File: src/rtl/fcs_defines.vh
// register map, field positions, reset values and timing counts of the clock source control
`ifndef FCS_DEFINES_VH
`define FCS_DEFINES_VH

// register byte offsets
`define FCS_OFF_CTRL1          8'h00
`define FCS_OFF_CTRL2          8'h04
`define FCS_OFF_TRIM           8'h08
`define FCS_OFF_STATUS         8'h0C

// control 1 fields
`define FCS_C1_CLKSEL_LO       0
`define FCS_C1_CLKSEL_HI       1
`define FCS_C1_REFERENCE_DIVIDER_LO         2
`define FCS_C1_REFERENCE_DIVIDER_HI         4
`define FCS_C1_REFSEL          5
`define FCS_C1_IRC_OE          6
`define FCS_C1_IRC_STOPEN      7

// control 2 fields
`define FCS_C2_BUS_DIVIDER_LO         0
`define FCS_C2_BUS_DIVIDER_HI         1
`define FCS_C2_FLL_PD          2
`define FCS_C2_ERC_OE          3
`define FCS_C2_ERC_STOPEN      4

// trim fields
`define FCS_TR_COARSE_LO       0
`define FCS_TR_COARSE_HI       7
`define FCS_TR_FINE            8

// status fields
`define FCS_ST_REFST           0
`define FCS_ST_CLKST_LO        1
`define FCS_ST_CLKST_HI        2
`define FCS_ST_FLL_ON          3
`define FCS_ST_FFE             4

// clock select encodings
`define FCS_CS_FLL             2'b00
`define FCS_CS_IRC             2'b01
`define FCS_CS_ERC             2'b10
`define FCS_CS_RSVD            2'b11

// reset values
`define FCS_RST_CLKSEL         2'b00
`define FCS_RST_REFERENCE_DIVIDER           3'b000
`define FCS_RST_REFSEL         1'b1
`define FCS_RST_BUS_DIVIDER           2'b01
`define FCS_RST_FLL_PD         1'b0

// axi responses
`define FCS_RESP_OKAY          2'b00
`define FCS_RESP_SLVERR        2'b10

// timing counts
`define FCS_SWITCH_CYCLES      3
`define FCS_FLL_MULT           11'h400
`define FCS_BUS_DIVIDER_QUAL_BASE     2

`endif

File: src/rtl/fcs_edge_sync.v
// two-stage synchroniser with rising edge detect for a sampled clock pin
`default_nettype none

module fcs_edge_sync (
  // clock and reset
  input  wire aclk,
  input  wire aresetn,
  // pin side
  input  wire pin_in,
  // synchronised side
  output wire level_out,
  output wire rise_out
);

  reg s1_reg;
  reg s2_reg;
  reg s3_reg;

  always @(posedge aclk) begin
    if (!aresetn) begin
      s1_reg <= 1'b0;
      s2_reg <= 1'b0;
      s3_reg <= 1'b0;
    end else begin
      s1_reg <= pin_in;
      s2_reg <= s1_reg;
      s3_reg <= s2_reg;
    end
  end

  assign level_out = s2_reg;
  assign rise_out  = s2_reg & ~s3_reg;

endmodule // fcs_edge_sync

`default_nettype wire

File: src/rtl/fcs_clock_source.v
// clock source mode control: reference and output selection, dividers, trim, aux clocks
//
// How it works
// software writes reference or clock select and the divider in one write
// reference change commits after few divided-reference cycles; then status updates
// clock select commits after few new-clock cycles; absent clock keeps old one
// bus divider write changes the bus clock ratio at once
// fll power down in bypass disables fll; software clears it before engaging
// internal reference output enable shows internal reference on aux output
// trim drives oscillator period: larger slows, smaller speeds up
// coarse and fine trim keep their value through reset
// internal reference runs in stop when stop enable and output enable set
// boot software may load factory trim without the fine bit
// external reference output enable shows external reference on aux output
// internal reference selected means fll never uses external reference
// external reference runs in stop when stop enable and output enable set
// divided fll reference is output as fixed frequency clock
// qualifier high when bus clock is at least four times fixed clock; always in engaged
// bypass qualifier follows bus divider and reference divider table
// bus divider codes divide by 1, 2, 4 and 8
// fll locks to 1024 times divided reference
// clock select 00 fll, 01 internal, 10 external reference
// bypass disables fll only with power down set and debug inactive
// output mux switches without glitches or truncated pulses
// reference and clock status pass two-stage synchronisers to the bus side
`default_nettype none
`include "fcs_defines.vh"

module fcs_clock_source #(
  parameter ADDR_W = 8,
  parameter CNT_W  = 7
) (
  // clock and reset
  input  wire               aclk,
  input  wire               aresetn,
  // axi4-lite write address
  input  wire [ADDR_W-1:0]  s_axi_awaddr,
  input  wire [2:0]         s_axi_awprot,
  input  wire               s_axi_awvalid,
  output wire               s_axi_awready,
  // axi4-lite write data
  input  wire [31:0]        s_axi_wdata,
  input  wire [3:0]         s_axi_wstrb,
  input  wire               s_axi_wvalid,
  output wire               s_axi_wready,
  // axi4-lite write response
  output wire [1:0]         s_axi_bresp,
  output wire               s_axi_bvalid,
  input  wire               s_axi_bready,
  // axi4-lite read address
  input  wire [ADDR_W-1:0]  s_axi_araddr,
  input  wire [2:0]         s_axi_arprot,
  input  wire               s_axi_arvalid,
  output wire               s_axi_arready,
  // axi4-lite read data
  output wire [31:0]        s_axi_rdata,
  output wire [1:0]         s_axi_rresp,
  output wire               s_axi_rvalid,
  input  wire               s_axi_rready,
  // clock sources, sampled pins
  input  wire               internal_ref_clk_in,
  input  wire               external_ref_clk_in,
  input  wire               fll_clk_in,
  // system state, same clock domain
  input  wire               stop_mode,
  input  wire               background_debug_mode,
  // generated clocks
  output wire               main_clock_out,
  output wire               bus_clock_out,
  output wire               internal_ref_clock_out,
  output wire               external_ref_clock_out,
  output wire               fixed_frequency_clock,
  output wire               fixed_frequency_qualifier,
  // fll and oscillator control
  output wire               fll_enable,
  output wire               fll_reference_out,
  output wire               fll_relock,
  output wire [10:0]        fll_multiplier,
  output wire               internal_ref_osc_enable,
  output wire               external_ref_osc_enable,
  output wire [7:0]         trim_out,
  output wire               fine_adjust_out
);

  // decode of a byte address into a register index, 3'd4 when unmapped
  function [2:0] fcs_decode;
    input [ADDR_W-1:0] addr;
    begin
      case ({addr[ADDR_W-1:2], 2'b00})
        `FCS_OFF_CTRL1:  fcs_decode = 3'd0;
        `FCS_OFF_CTRL2:  fcs_decode = 3'd1;
        `FCS_OFF_TRIM:   fcs_decode = 3'd2;
        `FCS_OFF_STATUS: fcs_decode = 3'd3;
        default:         fcs_decode = 3'd4;
      endcase
    end
  endfunction

  // tap of a binary divider chain: code 0 passes the level, code n picks bit n-1
  function fcs_tap;
    input             lvl;
    input [CNT_W-1:0] cnt;
    input [2:0]       code;
    begin
      if (code == 3'd0) begin
        fcs_tap = lvl;
      end else begin
        fcs_tap = cnt[code - 3'd1];
      end
    end
  endfunction

  // clock chosen by a select code, reserved code gives a quiet low
  function fcs_pick;
    input [1:0] sel;
    input       f;
    input       i;
    input       e;
    begin
      case (sel)
        `FCS_CS_FLL: fcs_pick = f;
        `FCS_CS_IRC: fcs_pick = i;
        `FCS_CS_ERC: fcs_pick = e;
        default:     fcs_pick = 1'b0;
      endcase
    end
  endfunction

  // synchronised clock pins
  wire irc_lvl;
  wire irc_rise;
  wire erc_lvl;
  wire erc_rise;
  wire fll_lvl;
  wire fll_rise;

  fcs_edge_sync u_irc_sync (
    .aclk      (aclk),
    .aresetn   (aresetn),
    .pin_in    (internal_ref_clk_in),
    .level_out (irc_lvl),
    .rise_out  (irc_rise)
  );

  fcs_edge_sync u_erc_sync (
    .aclk      (aclk),
    .aresetn   (aresetn),
    .pin_in    (external_ref_clk_in),
    .level_out (erc_lvl),
    .rise_out  (erc_rise)
  );

  fcs_edge_sync u_fll_sync (
    .aclk      (aclk),
    .aresetn   (aresetn),
    .pin_in    (fll_clk_in),
    .level_out (fll_lvl),
    .rise_out  (fll_rise)
  );

  // software registers
  reg [1:0]        clock_select_reg;
  reg [2:0]        reference_divider_reg;
  reg              reference_select_reg;
  reg              internal_ref_output_enable_reg;
  reg              internal_ref_stop_enable_reg;
  reg [1:0]        bus_divider_reg;
  reg              fll_power_down_reg;
  reg              external_ref_output_enable_reg;
  reg              external_ref_stop_enable_reg;
  reg [7:0]        trim_register_reg;
  reg              fine_adjust_bit_reg;

  // axi state
  reg              awready_reg;
  reg              wready_reg;
  reg              aw_held_reg;
  reg              w_held_reg;
  reg [ADDR_W-1:0] aw_addr_reg;
  reg [31:0]       w_data_reg;
  reg [3:0]        w_strb_reg;
  reg              bvalid_reg;
  reg [1:0]        bresp_reg;
  reg              arready_reg;
  reg              rvalid_reg;
  reg [31:0]       rdata_reg;
  reg [1:0]        rresp_reg;

  // clock path state
  reg [CNT_W-1:0]  irc_cnt_reg;
  reg [CNT_W-1:0]  erc_cnt_reg;
  reg              irc_div_prev_reg;
  reg              erc_div_prev_reg;
  reg              reference_status_reg;
  reg [1:0]        ref_sw_cnt_reg;
  reg              fll_relock_reg;
  reg [1:0]        clock_status_reg;
  reg [1:0]        clk_sw_cnt_reg;
  reg              main_clock_reg;
  reg              main_prev_reg;
  reg [2:0]        bus_cnt_reg;
  reg              bus_clock_reg;
  reg              irc_out_reg;
  reg              erc_out_reg;
  reg              ffclk_reg;
  reg              ffe_reg;
  reg              fll_enable_reg;
  reg              irc_osc_en_reg;
  reg              erc_osc_en_reg;
  reg              refst_s1_reg;
  reg              refst_s2_reg;
  reg [1:0]        clkst_s1_reg;
  reg [1:0]        clkst_s2_reg;

  wire [2:0] wr_idx = fcs_decode(aw_addr_reg);
  wire [2:0] rd_idx = fcs_decode(s_axi_araddr);
  wire       wr_go  = aw_held_reg & w_held_reg & ~bvalid_reg;

  // axi write channel: address and data taken in either order
  always @(posedge aclk) begin
    if (!aresetn) begin
      awready_reg <= 1'b1;
      wready_reg  <= 1'b1;
      aw_held_reg <= 1'b0;
      w_held_reg  <= 1'b0;
      aw_addr_reg <= {ADDR_W{1'b0}};
      w_data_reg  <= 32'h0000_0000;
      w_strb_reg  <= 4'h0;
      bvalid_reg  <= 1'b0;
      bresp_reg   <= `FCS_RESP_OKAY;
    end else begin
      if (s_axi_awvalid && awready_reg) begin
        aw_addr_reg <= s_axi_awaddr;
        aw_held_reg <= 1'b1;
        awready_reg <= 1'b0;
      end
      if (s_axi_wvalid && wready_reg) begin
        w_data_reg <= s_axi_wdata;
        w_strb_reg <= s_axi_wstrb;
        w_held_reg <= 1'b1;
        wready_reg <= 1'b0;
      end
      if (wr_go) begin
        aw_held_reg <= 1'b0;
        w_held_reg  <= 1'b0;
        bvalid_reg  <= 1'b1;
        bresp_reg   <= (wr_idx == 3'd4) ? `FCS_RESP_SLVERR : `FCS_RESP_OKAY;
      end
      if (bvalid_reg && s_axi_bready) begin
        bvalid_reg  <= 1'b0;
        awready_reg <= 1'b1;
        wready_reg  <= 1'b1;
      end
    end
  end

  // control registers; select fields and divider share one word so one write moves all
  always @(posedge aclk) begin
    if (!aresetn) begin
      clock_select_reg               <= `FCS_RST_CLKSEL;
      reference_divider_reg          <= `FCS_RST_REFERENCE_DIVIDER;
      reference_select_reg           <= `FCS_RST_REFSEL;
      internal_ref_output_enable_reg <= 1'b0;
      internal_ref_stop_enable_reg   <= 1'b0;
      bus_divider_reg                <= `FCS_RST_BUS_DIVIDER;
      fll_power_down_reg             <= `FCS_RST_FLL_PD;
      external_ref_output_enable_reg <= 1'b0;
      external_ref_stop_enable_reg   <= 1'b0;
    end else if (wr_go && w_strb_reg[0]) begin
      if (wr_idx == 3'd0) begin
        clock_select_reg      <= w_data_reg[`FCS_C1_CLKSEL_HI:`FCS_C1_CLKSEL_LO];
        reference_divider_reg <= w_data_reg[`FCS_C1_REFERENCE_DIVIDER_HI:`FCS_C1_REFERENCE_DIVIDER_LO];
        reference_select_reg  <= w_data_reg[`FCS_C1_REFSEL];
        internal_ref_output_enable_reg <= w_data_reg[`FCS_C1_IRC_OE];
        internal_ref_stop_enable_reg   <= w_data_reg[`FCS_C1_IRC_STOPEN];
      end
      if (wr_idx == 3'd1) begin
        bus_divider_reg                <= w_data_reg[`FCS_C2_BUS_DIVIDER_HI:`FCS_C2_BUS_DIVIDER_LO];
        fll_power_down_reg             <= w_data_reg[`FCS_C2_FLL_PD];
        external_ref_output_enable_reg <= w_data_reg[`FCS_C2_ERC_OE];
        external_ref_stop_enable_reg   <= w_data_reg[`FCS_C2_ERC_STOPEN];
      end
    end
  end

  // trim has no reset so a value loaded at boot survives later resets
  always @(posedge aclk) begin
    if (wr_go && wr_idx == 3'd2) begin
      if (w_strb_reg[0]) begin
        trim_register_reg <= w_data_reg[`FCS_TR_COARSE_HI:`FCS_TR_COARSE_LO];
      end
      if (w_strb_reg[1]) begin
        fine_adjust_bit_reg <= w_data_reg[`FCS_TR_FINE];
      end
    end
  end

  // axi read channel
  always @(posedge aclk) begin
    if (!aresetn) begin
      arready_reg <= 1'b1;
      rvalid_reg  <= 1'b0;
      rdata_reg   <= 32'h0000_0000;
      rresp_reg   <= `FCS_RESP_OKAY;
    end else if (s_axi_arvalid && arready_reg) begin
      arready_reg <= 1'b0;
      rvalid_reg  <= 1'b1;
      rresp_reg   <= `FCS_RESP_OKAY;
      rdata_reg   <= 32'h0000_0000;
      case (rd_idx)
        3'd0: rdata_reg[7:0] <= {internal_ref_stop_enable_reg, internal_ref_output_enable_reg,
                                 reference_select_reg, reference_divider_reg,
                                 clock_select_reg};
        3'd1: rdata_reg[4:0] <= {external_ref_stop_enable_reg, external_ref_output_enable_reg,
                                 fll_power_down_reg, bus_divider_reg};
        3'd2: rdata_reg[8:0] <= {fine_adjust_bit_reg, trim_register_reg};
        3'd3: rdata_reg[4:0] <= {ffe_reg, fll_enable_reg, clkst_s2_reg, refst_s2_reg};
        default: rresp_reg <= `FCS_RESP_SLVERR;
      endcase
    end else if (rvalid_reg && s_axi_rready) begin
      rvalid_reg  <= 1'b0;
      arready_reg <= 1'b1;
    end
  end

  // reference dividers, one chain per source so the new source is ready when chosen
  wire irc_div      = fcs_tap(irc_lvl, irc_cnt_reg, reference_divider_reg);
  wire erc_div      = fcs_tap(erc_lvl, erc_cnt_reg, reference_divider_reg);
  wire irc_div_rise = irc_div & ~irc_div_prev_reg;
  wire erc_div_rise = erc_div & ~erc_div_prev_reg;
  wire new_ref_rise = reference_select_reg ? irc_div_rise : erc_div_rise;
  // fll reference follows the committed source only
  wire ref_div_lvl  = reference_status_reg ? irc_div : erc_div;

  always @(posedge aclk) begin
    if (!aresetn) begin
      irc_cnt_reg          <= {CNT_W{1'b0}};
      erc_cnt_reg          <= {CNT_W{1'b0}};
      irc_div_prev_reg     <= 1'b0;
      erc_div_prev_reg     <= 1'b0;
      reference_status_reg <= `FCS_RST_REFSEL;
      ref_sw_cnt_reg       <= 2'd0;
      fll_relock_reg       <= 1'b0;
    end else begin
      irc_cnt_reg      <= irc_rise ? irc_cnt_reg + 1'b1 : irc_cnt_reg;
      erc_cnt_reg      <= erc_rise ? erc_cnt_reg + 1'b1 : erc_cnt_reg;
      irc_div_prev_reg <= irc_div;
      erc_div_prev_reg <= erc_div;
      fll_relock_reg   <= 1'b0;
      if (reference_select_reg == reference_status_reg) begin
        ref_sw_cnt_reg <= 2'd0;
      end else if (new_ref_rise) begin
        if (ref_sw_cnt_reg == `FCS_SWITCH_CYCLES - 1) begin
          reference_status_reg <= reference_select_reg;
          fll_relock_reg       <= 1'b1;
          ref_sw_cnt_reg       <= 2'd0;
        end else begin
          ref_sw_cnt_reg <= ref_sw_cnt_reg + 2'd1;
        end
      end
    end
  end

  // output mux: commit after full cycles of the new clock, only while both are low
  wire old_lvl  = fcs_pick(clock_status_reg, fll_lvl, irc_lvl, erc_lvl);
  wire new_lvl  = fcs_pick(clock_select_reg, fll_lvl, irc_lvl, erc_lvl);
  wire new_rise = fcs_pick(clock_select_reg, fll_rise, irc_rise, erc_rise);
  wire cs_legal = (clock_select_reg != `FCS_CS_RSVD);
  wire cs_ready = (clk_sw_cnt_reg == `FCS_SWITCH_CYCLES);

  always @(posedge aclk) begin
    if (!aresetn) begin
      clock_status_reg <= `FCS_RST_CLKSEL;
      clk_sw_cnt_reg   <= 2'd0;
    end else if (!cs_legal || clock_select_reg == clock_status_reg ||
                 (wr_go && wr_idx == 3'd0)) begin
      // a fresh control write restarts the count so cycles of an older target never carry over
      clk_sw_cnt_reg <= 2'd0;
    end else if (cs_ready) begin
      if (!old_lvl && !new_lvl && !main_clock_reg) begin
        clock_status_reg <= clock_select_reg;
        clk_sw_cnt_reg   <= 2'd0;
      end
    end else if (new_rise) begin
      // a silent new clock never reaches the count, so the old clock stays
      clk_sw_cnt_reg <= clk_sw_cnt_reg + 2'd1;
    end
  end

  // generated clocks, all static in stop except enabled aux references
  wire bypass  = (clock_select_reg != `FCS_CS_FLL);
  wire bd_tap  = (bus_divider_reg == 2'd0) ? main_clock_reg : bus_cnt_reg[bus_divider_reg - 2'd1];
  wire ffe_ok  = ({1'b0, reference_divider_reg} >=
                  {2'b00, bus_divider_reg} + `FCS_BUS_DIVIDER_QUAL_BASE);

  always @(posedge aclk) begin
    if (!aresetn) begin
      main_clock_reg <= 1'b0;
      main_prev_reg  <= 1'b0;
      bus_cnt_reg    <= 3'd0;
      bus_clock_reg  <= 1'b0;
      irc_out_reg    <= 1'b0;
      erc_out_reg    <= 1'b0;
      ffclk_reg      <= 1'b0;
      ffe_reg        <= 1'b1;
      fll_enable_reg <= 1'b1;
      irc_osc_en_reg <= 1'b1;
      erc_osc_en_reg <= 1'b0;
    end else begin
      main_clock_reg <= old_lvl & ~stop_mode;
      main_prev_reg  <= main_clock_reg;
      if (main_clock_reg && !main_prev_reg) begin
        bus_cnt_reg <= bus_cnt_reg + 3'd1;
      end
      // tap read fresh every cycle so a new ratio applies at once
      bus_clock_reg  <= bd_tap;
      irc_out_reg    <= irc_lvl & internal_ref_output_enable_reg &
                        (~stop_mode | internal_ref_stop_enable_reg);
      erc_out_reg    <= erc_lvl & external_ref_output_enable_reg &
                        (~stop_mode | external_ref_stop_enable_reg);
      ffclk_reg      <= ref_div_lvl & ~stop_mode;
      ffe_reg        <= (clock_status_reg == `FCS_CS_FLL) ? 1'b1 : ffe_ok;
      fll_enable_reg <= ~stop_mode &
                        ~(bypass & fll_power_down_reg & ~background_debug_mode);
      irc_osc_en_reg <= ~stop_mode |
                        (internal_ref_output_enable_reg & internal_ref_stop_enable_reg);
      erc_osc_en_reg <= stop_mode ?
                        (external_ref_output_enable_reg & external_ref_stop_enable_reg) :
                        (external_ref_output_enable_reg | ~reference_select_reg |
                         ~reference_status_reg | (clock_select_reg == `FCS_CS_ERC));
    end
  end

  // status back to the register side through two stages
  always @(posedge aclk) begin
    if (!aresetn) begin
      refst_s1_reg <= `FCS_RST_REFSEL;
      refst_s2_reg <= `FCS_RST_REFSEL;
      clkst_s1_reg <= `FCS_RST_CLKSEL;
      clkst_s2_reg <= `FCS_RST_CLKSEL;
    end else begin
      refst_s1_reg <= reference_status_reg;
      refst_s2_reg <= refst_s1_reg;
      clkst_s1_reg <= clock_status_reg;
      clkst_s2_reg <= clkst_s1_reg;
    end
  end

  // port drive
  assign s_axi_awready             = awready_reg;
  assign s_axi_wready              = wready_reg;
  assign s_axi_bresp               = bresp_reg;
  assign s_axi_bvalid              = bvalid_reg;
  assign s_axi_arready             = arready_reg;
  assign s_axi_rdata               = rdata_reg;
  assign s_axi_rresp               = rresp_reg;
  assign s_axi_rvalid              = rvalid_reg;
  assign main_clock_out            = main_clock_reg;
  assign bus_clock_out             = bus_clock_reg;
  assign internal_ref_clock_out    = irc_out_reg;
  assign external_ref_clock_out    = erc_out_reg;
  assign fixed_frequency_clock     = ffclk_reg;
  assign fixed_frequency_qualifier = ffe_reg;
  assign fll_enable                = fll_enable_reg;
  assign fll_reference_out         = ffclk_reg;
  assign fll_relock                = fll_relock_reg;
  assign fll_multiplier            = `FCS_FLL_MULT;
  assign internal_ref_osc_enable   = irc_osc_en_reg;
  assign external_ref_osc_enable   = erc_osc_en_reg;
  // larger trim slows the oscillator; it also moves main clock in internal modes
  assign trim_out                  = trim_register_reg;
  assign fine_adjust_out           = fine_adjust_bit_reg;

endmodule // fcs_clock_source

`default_nettype wire

File: config.mk
export PLATFORM = sky130hd
export DESIGN_NAME = fcs_clock_source
export DESIGN_NICKNAME = d
export VERILOG_FILES = /design/src/rtl/fcs_edge_sync.v /design/src/rtl/fcs_clock_source.v
export VERILOG_INCLUDE_DIRS = /design/src /design/src/rtl
export SDC_FILE = /design/constraint.sdc
export NUM_CORES = 1
export LEC_CHECK = 0
export BUFFER_PORTS_ARGS = -buffer_cell sky130_fd_sc_hd__buf_2
export CORE_ASPECT_RATIO = 0.75
export CORE_MARGIN = 5
export CORE_UTILIZATION = 55
export DETAILED_ROUTE_END_ITERATION = 10
export PLACE_DENSITY = 0.84
export SLEW_MARGIN = 15
export SYNTH_ARGS = -nofsm -noshare
export SYNTH_HDL_FRONTEND = slang
export SYNTH_SLANG_ARGS = --single-unit
File: constraint.sdc
create_clock -name aclk -period 5.45 [get_ports aclk]
set_clock_uncertainty 0.15 [all_clocks]
set_input_delay 0.2725 -clock aclk [delete_from_list [all_inputs] [get_ports aclk]]
set_output_delay 0.2725 -clock aclk [all_outputs]
set_load 0.03 [all_outputs]
== After elaboration in Yosys (flattened, before gate mapping) ==
Cells that the tools add are included.
Storage, ports and cells
  register bits after elaboration: 113
  bits of input ports: 70
Cells by class
  multiplexer cells: 31
  eq/ne operators: 22
  magnitude comparators: 3
  $add $sub $neg: 8
  reductions and logical operators: 43
  bitwise logic cells: 39
Operator list (number)
  $eq 6x2->1 const B: 4
  $pmux 3 s4: 2
  $pmux 5 s4: 1
  $and 1x1->1: 18
  $mux 1: 15
  $not 1->1: 15
  $add 7x1->7 const B: 2
  $eq 6x1->1 const B: 2
  $logic_not 6->1: 2
  $mux 2: 6
  $logic_and 1x1->1: 11
  $reduce_and 2->1: 5
  $reduce_or 2->1: 5
  $eq 3x2->1 const B: 3
  $logic_not 3->1: 3
  $pmux 1 s3: 3
  $eq 2x2->1 const B: 4
  $bmux 1 s3: 2
  $eq 3x1->1 const B: 2
  $logic_not 2->1: 3
  $or 1x1->1: 6
  $pmux 3 s2: 1
  $reduce_and 3->1: 2
  $reduce_bool 2->1: 3
  19 further kinds: 26

== Logic depth before layout (Yosys ltp) ==
Gate-level depths: netlist (run 1).
  depth after elaboration: 8
  depth in mapped cells: 8
  depth with buffers taken out: 7

== Cells and area by module ==
From an unflattened synthesis (run 1), not the netlist that was laid out.
Unflattened totals
  cell total of the unflattened synthesis: 496
  area, all modules: 4748.3 um^2
Modules (own cells, without submodules)
  fcs_clock_source: area an instance 4470.5 um^2, cells an instance 475, instances 1
  fcs_edge_sync: area an instance 92.6 um^2, cells an instance 7, instances 3

== Worst setup path after synthesis (run 1) ==
No wires, ideal clock.
  path kind: register -> register
  start point: register reference_divider_reg[0]
  end point: register reference_status_reg
  buffers on the path: 1
  required time: 5151 ps
  arrival: 1919 ps
  clock period less this slack: 2218 ps
  path slack: 3232 ps
  cell stages (with the launch flop): 9
  library setup time: 149 ps
  cell sequence: dfxtp_1 buf_6 inv_1 ha_1 mux4_1 nor2_1 nor3_1 a21oi_1 o311ai_0
On the way
  word-level cells in the longest chain between the ends: 7
  elaborated cells on any way between the ends: 12
  those cells by class: 1 x add/sub; 7 x mux; 2 x bitwise; 2 x reduce/logical
RTL lines
  start: declaration: line fcs_clock_source.v:163  | reg [2:0] reference_divider_reg;
  start signal: assignment: line fcs_clock_source.v:261  | reference_divider_reg <= `FCS_RST_REFERENCE_DIVIDER;
  start signal: assignment: line fcs_clock_source.v:272  | reference_divider_reg <= w_data_reg[`FCS_C1_REFERENCE_DIVIDER_HI:`FCS_C1_REFERENCE_DIVIDER_LO];
  $sub 3x1->3: line fcs_clock_source.v:108  | fcs_tap = cnt[code - 3'd1];
  $bmux 1 s3: line fcs_clock_source.v:108
  $mux 1 (not written as such): line fcs_clock_source.v:108
  $mux 1: line fcs_clock_source.v:105  | if (code == 3'd0) begin
  $and 1x1->1, on equally long branches: line fcs_clock_source.v:330, fcs_clock_source.v:329
  $mux 1 (*): line fcs_clock_source.v:331  | wire new_ref_rise = reference_select_reg ? irc_div_rise : erc_div_rise;
  $reduce_and 3->1 (no line) (*)
  end signal: assignment: line fcs_clock_source.v:341  | reference_status_reg <= `FCS_RST_REFSEL;
  end signal: assignment: line fcs_clock_source.v:354  | reference_status_reg <= reference_select_reg;
  end: declaration: line fcs_clock_source.v:194  | reg reference_status_reg;
Mark *: on every way between the ends. The rest lies on a longest branch, timed or not. The select of a mux whose other input is x is not followed.
A chain may end at the register's enable or synchronous reset.

== Worst setup path in the final report (run 1) ==
Ends and elaborated chain as after synthesis.

==> out/results.txt, run 1 <==
power density cells: 298 nW/um^2
post-synthesis adder-cell area fraction: 0.0263
GRT Max-Usage Layer: met2
DRC Markers: 0
worst r2r src: reference_divider_reg[0]$_SDFFE_PN0P_
EDFF count, synth: 9
Post-Route Setup TNS: 0 ns
Die Y: 90.5 um
Synth top area share: 0.421
Max clock buf depth: 2
RSZ-0062 raised after global routing: false
Chip Width: 117 um
Clock Tree Root: clkbuf_16
Psw: 0.400 mW
Clock Pin Slew Worst Setup and Hold Paths: 0.07 ns
initial DRC count: 310
die area: 10600 um^2
largest cells by area after synthesis: dfxtp_1, buf_4, edfxtp_1
post-synthesis sequential area ratio: 0.478
area leader, netlist: dfxtp_1
setup slack after layout: 2.69 ns
Syn Inst Count: 498
post-CTS setup buffers: 0
Fill cells: 680
Simple-Gate Fraction of Synth Area: 0.191
Global Route met3 Usage: 0.0545
status: completed
largest family of logic cells by synthesized area: simple AND/OR/NAND/NOR gates
CTS tree: done
Hold Crit Class: primary input to register
MaxCap Viol Count: 0
syn avg cell area: 9.55 um^2
Net Sw Frac: 0.251
most numerous cell in the Yosys netlist: dfxtp_1
FMAX: 362 MHz
pin count of the biggest net entering global routing: 33
clock sinks: 109
Worst-Margin Slew: 0.879 ns
Area Overhead vs Synth: 12.2%
Design Area, Final: 5340 um^2
crit path capture type: register
CP arrival: 2.80 ns
Slew Limit Fails: 0
hold_sp: s_axi_wdata[1]
Final setup viols: 0
final WL: 10300 um
Pleak: 2.32 nW
routability cong.: 0.827
CP max-delay cell: mux4_1
Diodes inserted: 0
CP cell instances: inv_1, ha_1, mux4_1, nor2_1, nor3_1, a21oi_1, o311ai_0
most frequent cells after synthesis: dfxtp_1, nor2_1, nand2_1
cts bufs inserted: 9
Via density: 5.37
final hold slack: 0.00828 ns
Remaining Overflow, GRT: 0
Compound-Gate Fraction of Synth Area: 0.0963
Crit Path Class: register to register
first-pass GRT wire length: 16900 um
io pins: 142
unique cell type count in the Yosys netlist: 60
biggest cell delay along the critical path: 0.60 ns
Max-slew headroom: 0.410
initial antenna violation count: 0
post-detailed-route count of antenna-violating nets: 0
final worst-path cycle share: 0.507
Comb power frac: 0.079
share of cells above drive strength 1: 0.194
post-layout minimum cycle time: 2.76 ns
worst path required time: 5.48 ns
M1 GR Usage: 0.258
Setup WS pre-CTS: 2.70 ns
row count: 29
#FFs+latches synth: 109
Reg power frac: 0.530
HPWL Detailed: 7560 um
ys flop type: dfxtp_1
synth warn: 0
Area after DPL: 5010 um^2
asr flop ratio synth: 0
CP max FO: 8
Initial Util: 0.562
mapped cell area: 4750 um^2
Core Region: 8450 um^2
critical path startpoint category: register
first drt pass iteration count: 5
mux contribution to synthesized area: 0.0842
met2 Usage GRT: 0.312
Total Power: 1.59 mW
Worst-Skew Late Latency: 0.35 ns
vias in the first global route: 3485
Vias: 3621
Worst IR Drop VDD: 0.176 mV
Nets: 641
power share of the clock group: 0.391
Worst Setup SP: reference_divider_reg[0]$_SDFFE_PN0P_
Total GRT Usage: 0.196
input/output buffers: 70
H-tree levels: 3
P_int: 1.19 mW
Final Hold Fails: 0
post-DR wirelength/cell: 15.3 um
xor/xnor share of the synthesized area: 0.0313
## metal layers
metal	vias to the layer above	wire length, um
li1	1750	-
met1	1710	4640
met2	146	4700
met3	15	795
met4	0	180
met5	-	0
## metrics by stage
step | utilization | cells
finish | 0.631 | 674
global route | 0.631 | 674
CTS | 0.631 | 674
detailed placement | 0.593 | 654
global placement | 0.593 | 654
floorplan | - | 532
## cells by family after synthesis
family | count (synthesis)
AOI/OAI and AO/OA | 75
xor gates and xnor gates | 17
adders and majority gates | 10
buffers and inverters | 74
DFF | 109
muxes | 30
other | 2
and+or+nand+nor | 181
## worst max-delay path: cells and delay by family (launching register included)
family | cells | cell delay [ns]
muxes | 1 | 0.60
DFF | 1 | 0.58
adders and majority gates | 1 | 0.44
AOI/OAI and AO/OA | 2 | 0.44
and+or+nand+nor | 2 | 0.22
buffers and inverters | 1 | 0.17
## power groups by stage
stage          clock network (mW)  logic (mW)  registers, mW
2_1_floorplan                   0       0.106          0.864
3_3_place_gp                    0       0.120          0.858
3_5_place_dp                    0       0.122          0.860
4_1_cts                     0.633       0.125          0.841
5_1_grt                     0.666       0.138          0.844
6_report                    0.621       0.126          0.842
## cell type report
type                            count  area, um^2  share of cell area
Sequential cell                   109        2270               0.426
Tap cell                          108         135              0.0253
Timing Repair Buffer               76         405              0.0760
Clock buffer                       11         243              0.0455
Clock inverter                      5        42.5             0.00797
Multi-Input combinational cell    349        2180               0.408
Inverter                           16        60.1              0.0113
## repair_timing
item	CTS	global route
endpoints found under the setup margin	0	0
hold buffers	4	0
resized for setup	0	0
endpoints found under the hold margin	4	0
## cells in the final DEF (no fill, tap or decap), drive strengths merged, types with 4 or more instances in the layout
| cell | count |
|---|---|
| dfxtp | 100 |
| buf | 72 |
| nor2 | 58 |
| nand2 | 49 |
| a21oi | 38 |
| conb | 36 |
| mux2i | 19 |
| inv | 18 |
| o21ai | 15 |
| and2 | 13 |
| nand3 | 13 |
| clkbuf | 11 |
| xor2 | 10 |
| ha | 10 |
| edfxtp | 9 |
| and3 | 8 |
| nand2b | 8 |
| xnor2 | 7 |
| mux4 | 7 |
| nand3b | 5 |
| mux2 | 4 |
| dlygate4sd3 | 4 |
## path summary, 6_finish.rpt
path / to / slack, ns / cells past startpoint
max: reference_status_reg$_SDFFE_PN1P_ / 2.69 / 7
min: w_data_reg[1]$_SDFFE_PN0P_ / 0.008 / 3
max reg2reg: reference_status_reg$_SDFFE_PN1P_ / 2.69 / 7
min reg2reg: refst_s2_reg$_SDFF_PN1_ / 0.27 / 1
Power figures use the tool's default switching activity.
==> run 2, diff against run 1 <==
--- a/config.mk
+++ b/config.mk
@@ -9,9 +9,9 @@
 export BUFFER_PORTS_ARGS = -buffer_cell sky130_fd_sc_hd__buf_2
 export CORE_ASPECT_RATIO = 0.75
 export CORE_MARGIN = 5
-export CORE_UTILIZATION = 55
+export CORE_UTILIZATION = 51
 export DETAILED_ROUTE_END_ITERATION = 10
-export PLACE_DENSITY = 0.84
+export PLACE_DENSITY = 0.79
 export SLEW_MARGIN = 15
 export SYNTH_ARGS = -nofsm -noshare
 export SYNTH_HDL_FRONTEND = slang
==> constraint.sdc (replaced) <==
create_clock -name aclk -period 2.78 [get_ports aclk]
set_clock_uncertainty 0.15 [all_clocks]
set_input_delay 0.139 -clock aclk [delete_from_list [all_inputs] [get_ports aclk]]
set_output_delay 0.139 -clock aclk [all_outputs]
set_load 0.03 [all_outputs]
==> out/results.txt, run 2 (synthesized netlist as in run 1, its figures left out) <==
post-CTS setup buffers: 0 (unchanged)
final hold slack: 0.0716 ns (+0.0634 ns)
Worst-Skew Late Latency: 0.35 ns (about the same)
input/output buffers: 70 (unchanged)
HPWL Detailed: 7860 um (+4.0%)
Worst-Margin Slew: 0.752 ns (-0.127 ns)
crit path capture type: register
worst r2r src: reference_divider_reg[1]$_SDFFE_PN0P_
length in cells of the worst reg-to-reg path: 7 (unchanged)
die area: 11400 um^2 (+7.1%)
CTS tree: done
Pleak: 2.48 nW (+7.0%)
Die Y: 93.6 um (+3.4%)
Fill cells: 742 (+9.1%)
Clock Pin Slew Worst Setup and Hold Paths: 0.07 ns (about the same)
Setup WS pre-CTS: 0.390 ns (-2.31 ns)
cts bufs inserted: 9 (unchanged)
Chip Width: 121 um (+3.5%)
io pins: 142 (unchanged)
Slew Limit Fails: 0 (unchanged)
final worst-path cycle share: 0.893 (+0.386)
Area after DPL: 5070 um^2 (+1.2%)
Clock Tree Root: clkbuf_16
Remaining Overflow, GRT: 0 (unchanged)
worst path required time: 2.83 ns (-2.65 ns)
routability cong.: 0.813 (-1.8%)
Final setup viols: 0 (unchanged)
Crit Path Class: register to register
FF-to-FF End: reference_status_reg$_SDFFE_PN1P_
Hold Path Cell Cnt: 4 (+1)
hold_sp: s_axi_araddr[4]
post-DR wirelength/cell: 15.7 um (+2.4%)
vias in the first global route: 3735 (+7.2%)
Via density: 5.21 (-2.9%)
Post-Route Setup TNS: 0 ns (unchanged)
Worst IR Drop VDD: 0.404 mV (+130%)
clock sinks: 109 (unchanged)
power density cells: 584 nW/um^2 (+96%)
multi-input logic area: 2180 um^2 (unchanged)
H-tree levels: 3 (unchanged)
initial DRC count: 260 (-16%)
CP max FO: 5 (-3)
Hold Path End: s_axi_rresp[1]$_SDFFE_PN0P_
pin count of the biggest net entering global routing: 29 (-12%)
Worst Setup SP: reference_divider_reg[1]$_SDFFE_PN0P_
FMAX: 403 MHz (+11%)
row count: 30 (+3.4%)
Core Region: 9080 um^2 (+7.4%)
first-pass GRT wire length: 18000 um (+6.3%)
post-detailed-route count of antenna-violating nets: 0 (unchanged)
most frequent cells in the layout: dfxtp_1, buf_2, nor2_1, nand2_1, a21oi_1
Final Hold Fails: 0 (unchanged)
FF-to-FF setup slack: 0.30 ns (-2.39 ns)
Area Overhead vs Synth: 20.5%
Diodes inserted: 0 (unchanged)
critical path startpoint category: register
Hold Crit Class: primary input to register
first drt pass iteration count: 5 (unchanged)
post-layout minimum cycle time: 2.48 ns (-0.281 ns)
CP arrival: 2.53 ns (-0.27 ns)
Max clock buf depth: 2 (unchanged)
MaxCap Viol Count: 0 (unchanged)
final WL: 11400 um (+10%)
DRC Markers: 0 (unchanged)
Total GRT Usage: 0.202 (+0.00626)
Design Area, Final: 5730 um^2 (+7.4%)
Nets: 674 (+5.1%)
RSZ-0062 raised after global routing: false
most common library cell in the layout ignoring fill and taps: dfxtp_1
initial antenna violation count: 0 (unchanged)
Initial Util: 0.523 (-0.0390)
status: completed
FF+latch area: 2270 um^2 (unchanged)
setup slack after layout: 0.298 ns (-2.39 ns)
Max-slew headroom: 0.495 (+0.0851)
Vias: 3791 (+4.7%)
share of cells above drive strength 1: 0.194 (-0.000690)
-- run 2: repair_timing --
action / in CTS / in global routing
hold buffers: 32 / 0
gates resized for setup: 0 / 0
endpoints found under the hold margin: 29 / 0
-- run 2: worst max-delay path by stage --
| stage | cells past startpoint | slack, ns | end |
|---|---|---|---|
| 2_1_floorplan | 8 | 0.56 | reference_status_reg$_SDFFE_PN1P_ |
| 3_3_place_gp | 7 | 0.44 | reference_status_reg$_SDFFE_PN1P_ |
| 3_5_place_dp | 7 | 0.39 | ref_sw_cnt_reg[1]$_SDFFE_PP0N_ |
| 4_1_cts | 7 | 0.33 | reference_status_reg$_SDFFE_PN1P_ |
| 5_1_grt | 7 | 0.17 | ref_sw_cnt_reg[1]$_SDFFE_PP0N_ |
| 6_report | 7 | 0.30 | reference_status_reg$_SDFFE_PN1P_ |
-- run 2: routing by layer --
metal	share of wire	vias to the layer above	wire length (um)	global-route usage
met5	0	-	0	0
met1	0.44	1843	4990	0.253
li1	-	1818	-	-
met2	0.49	117	5610	0.344
met4	0.012	0	141	0.0709
met3	0.057	13	649	0.0441
-- run 2: worst max-delay path, stage by stage, from the launching register on --
cell and delay [ns]:
dfxtp_1 0.41, inv_1 0.09, ha_1 0.41, mux4_1 0.59, nor2_1 0.17, nor3_1 0.07
a21oi_1 0.26, o311ai_0 0.19
-- run 2: area by class of cell --
class | count | share of cell area
Clock buffer | 12 | 0.0504
Clock inverter | 4 | 0.00852
Inverter | 16 | 0.0105
Multi-Input combinational cell | 349 | 0.380
Sequential cell | 109 | 0.397
Tap cell | 128 | 0.0279
Timing Repair Buffer | 109 | 0.126
-- run 2: power by group --
part | switching [mW] | internal, mW
Clock | 0.571 | 0.833
Sequential | 0.0364 | 1.62
Combinational | 0.186 | 0.102
-- run 2: through the flow --
step | std cells | total power [mW] | util
2_1_floorplan | 532 | 1.90 | -
3_3_place_gp | 679 | 1.92 | 0.558
3_5_place_dp | 679 | 1.93 | 0.558
4_1_cts | 727 | 3.35 | 0.631
5_1_grt | 727 | 3.45 | 0.631
6_report | 727 | 3.35 | 0.631
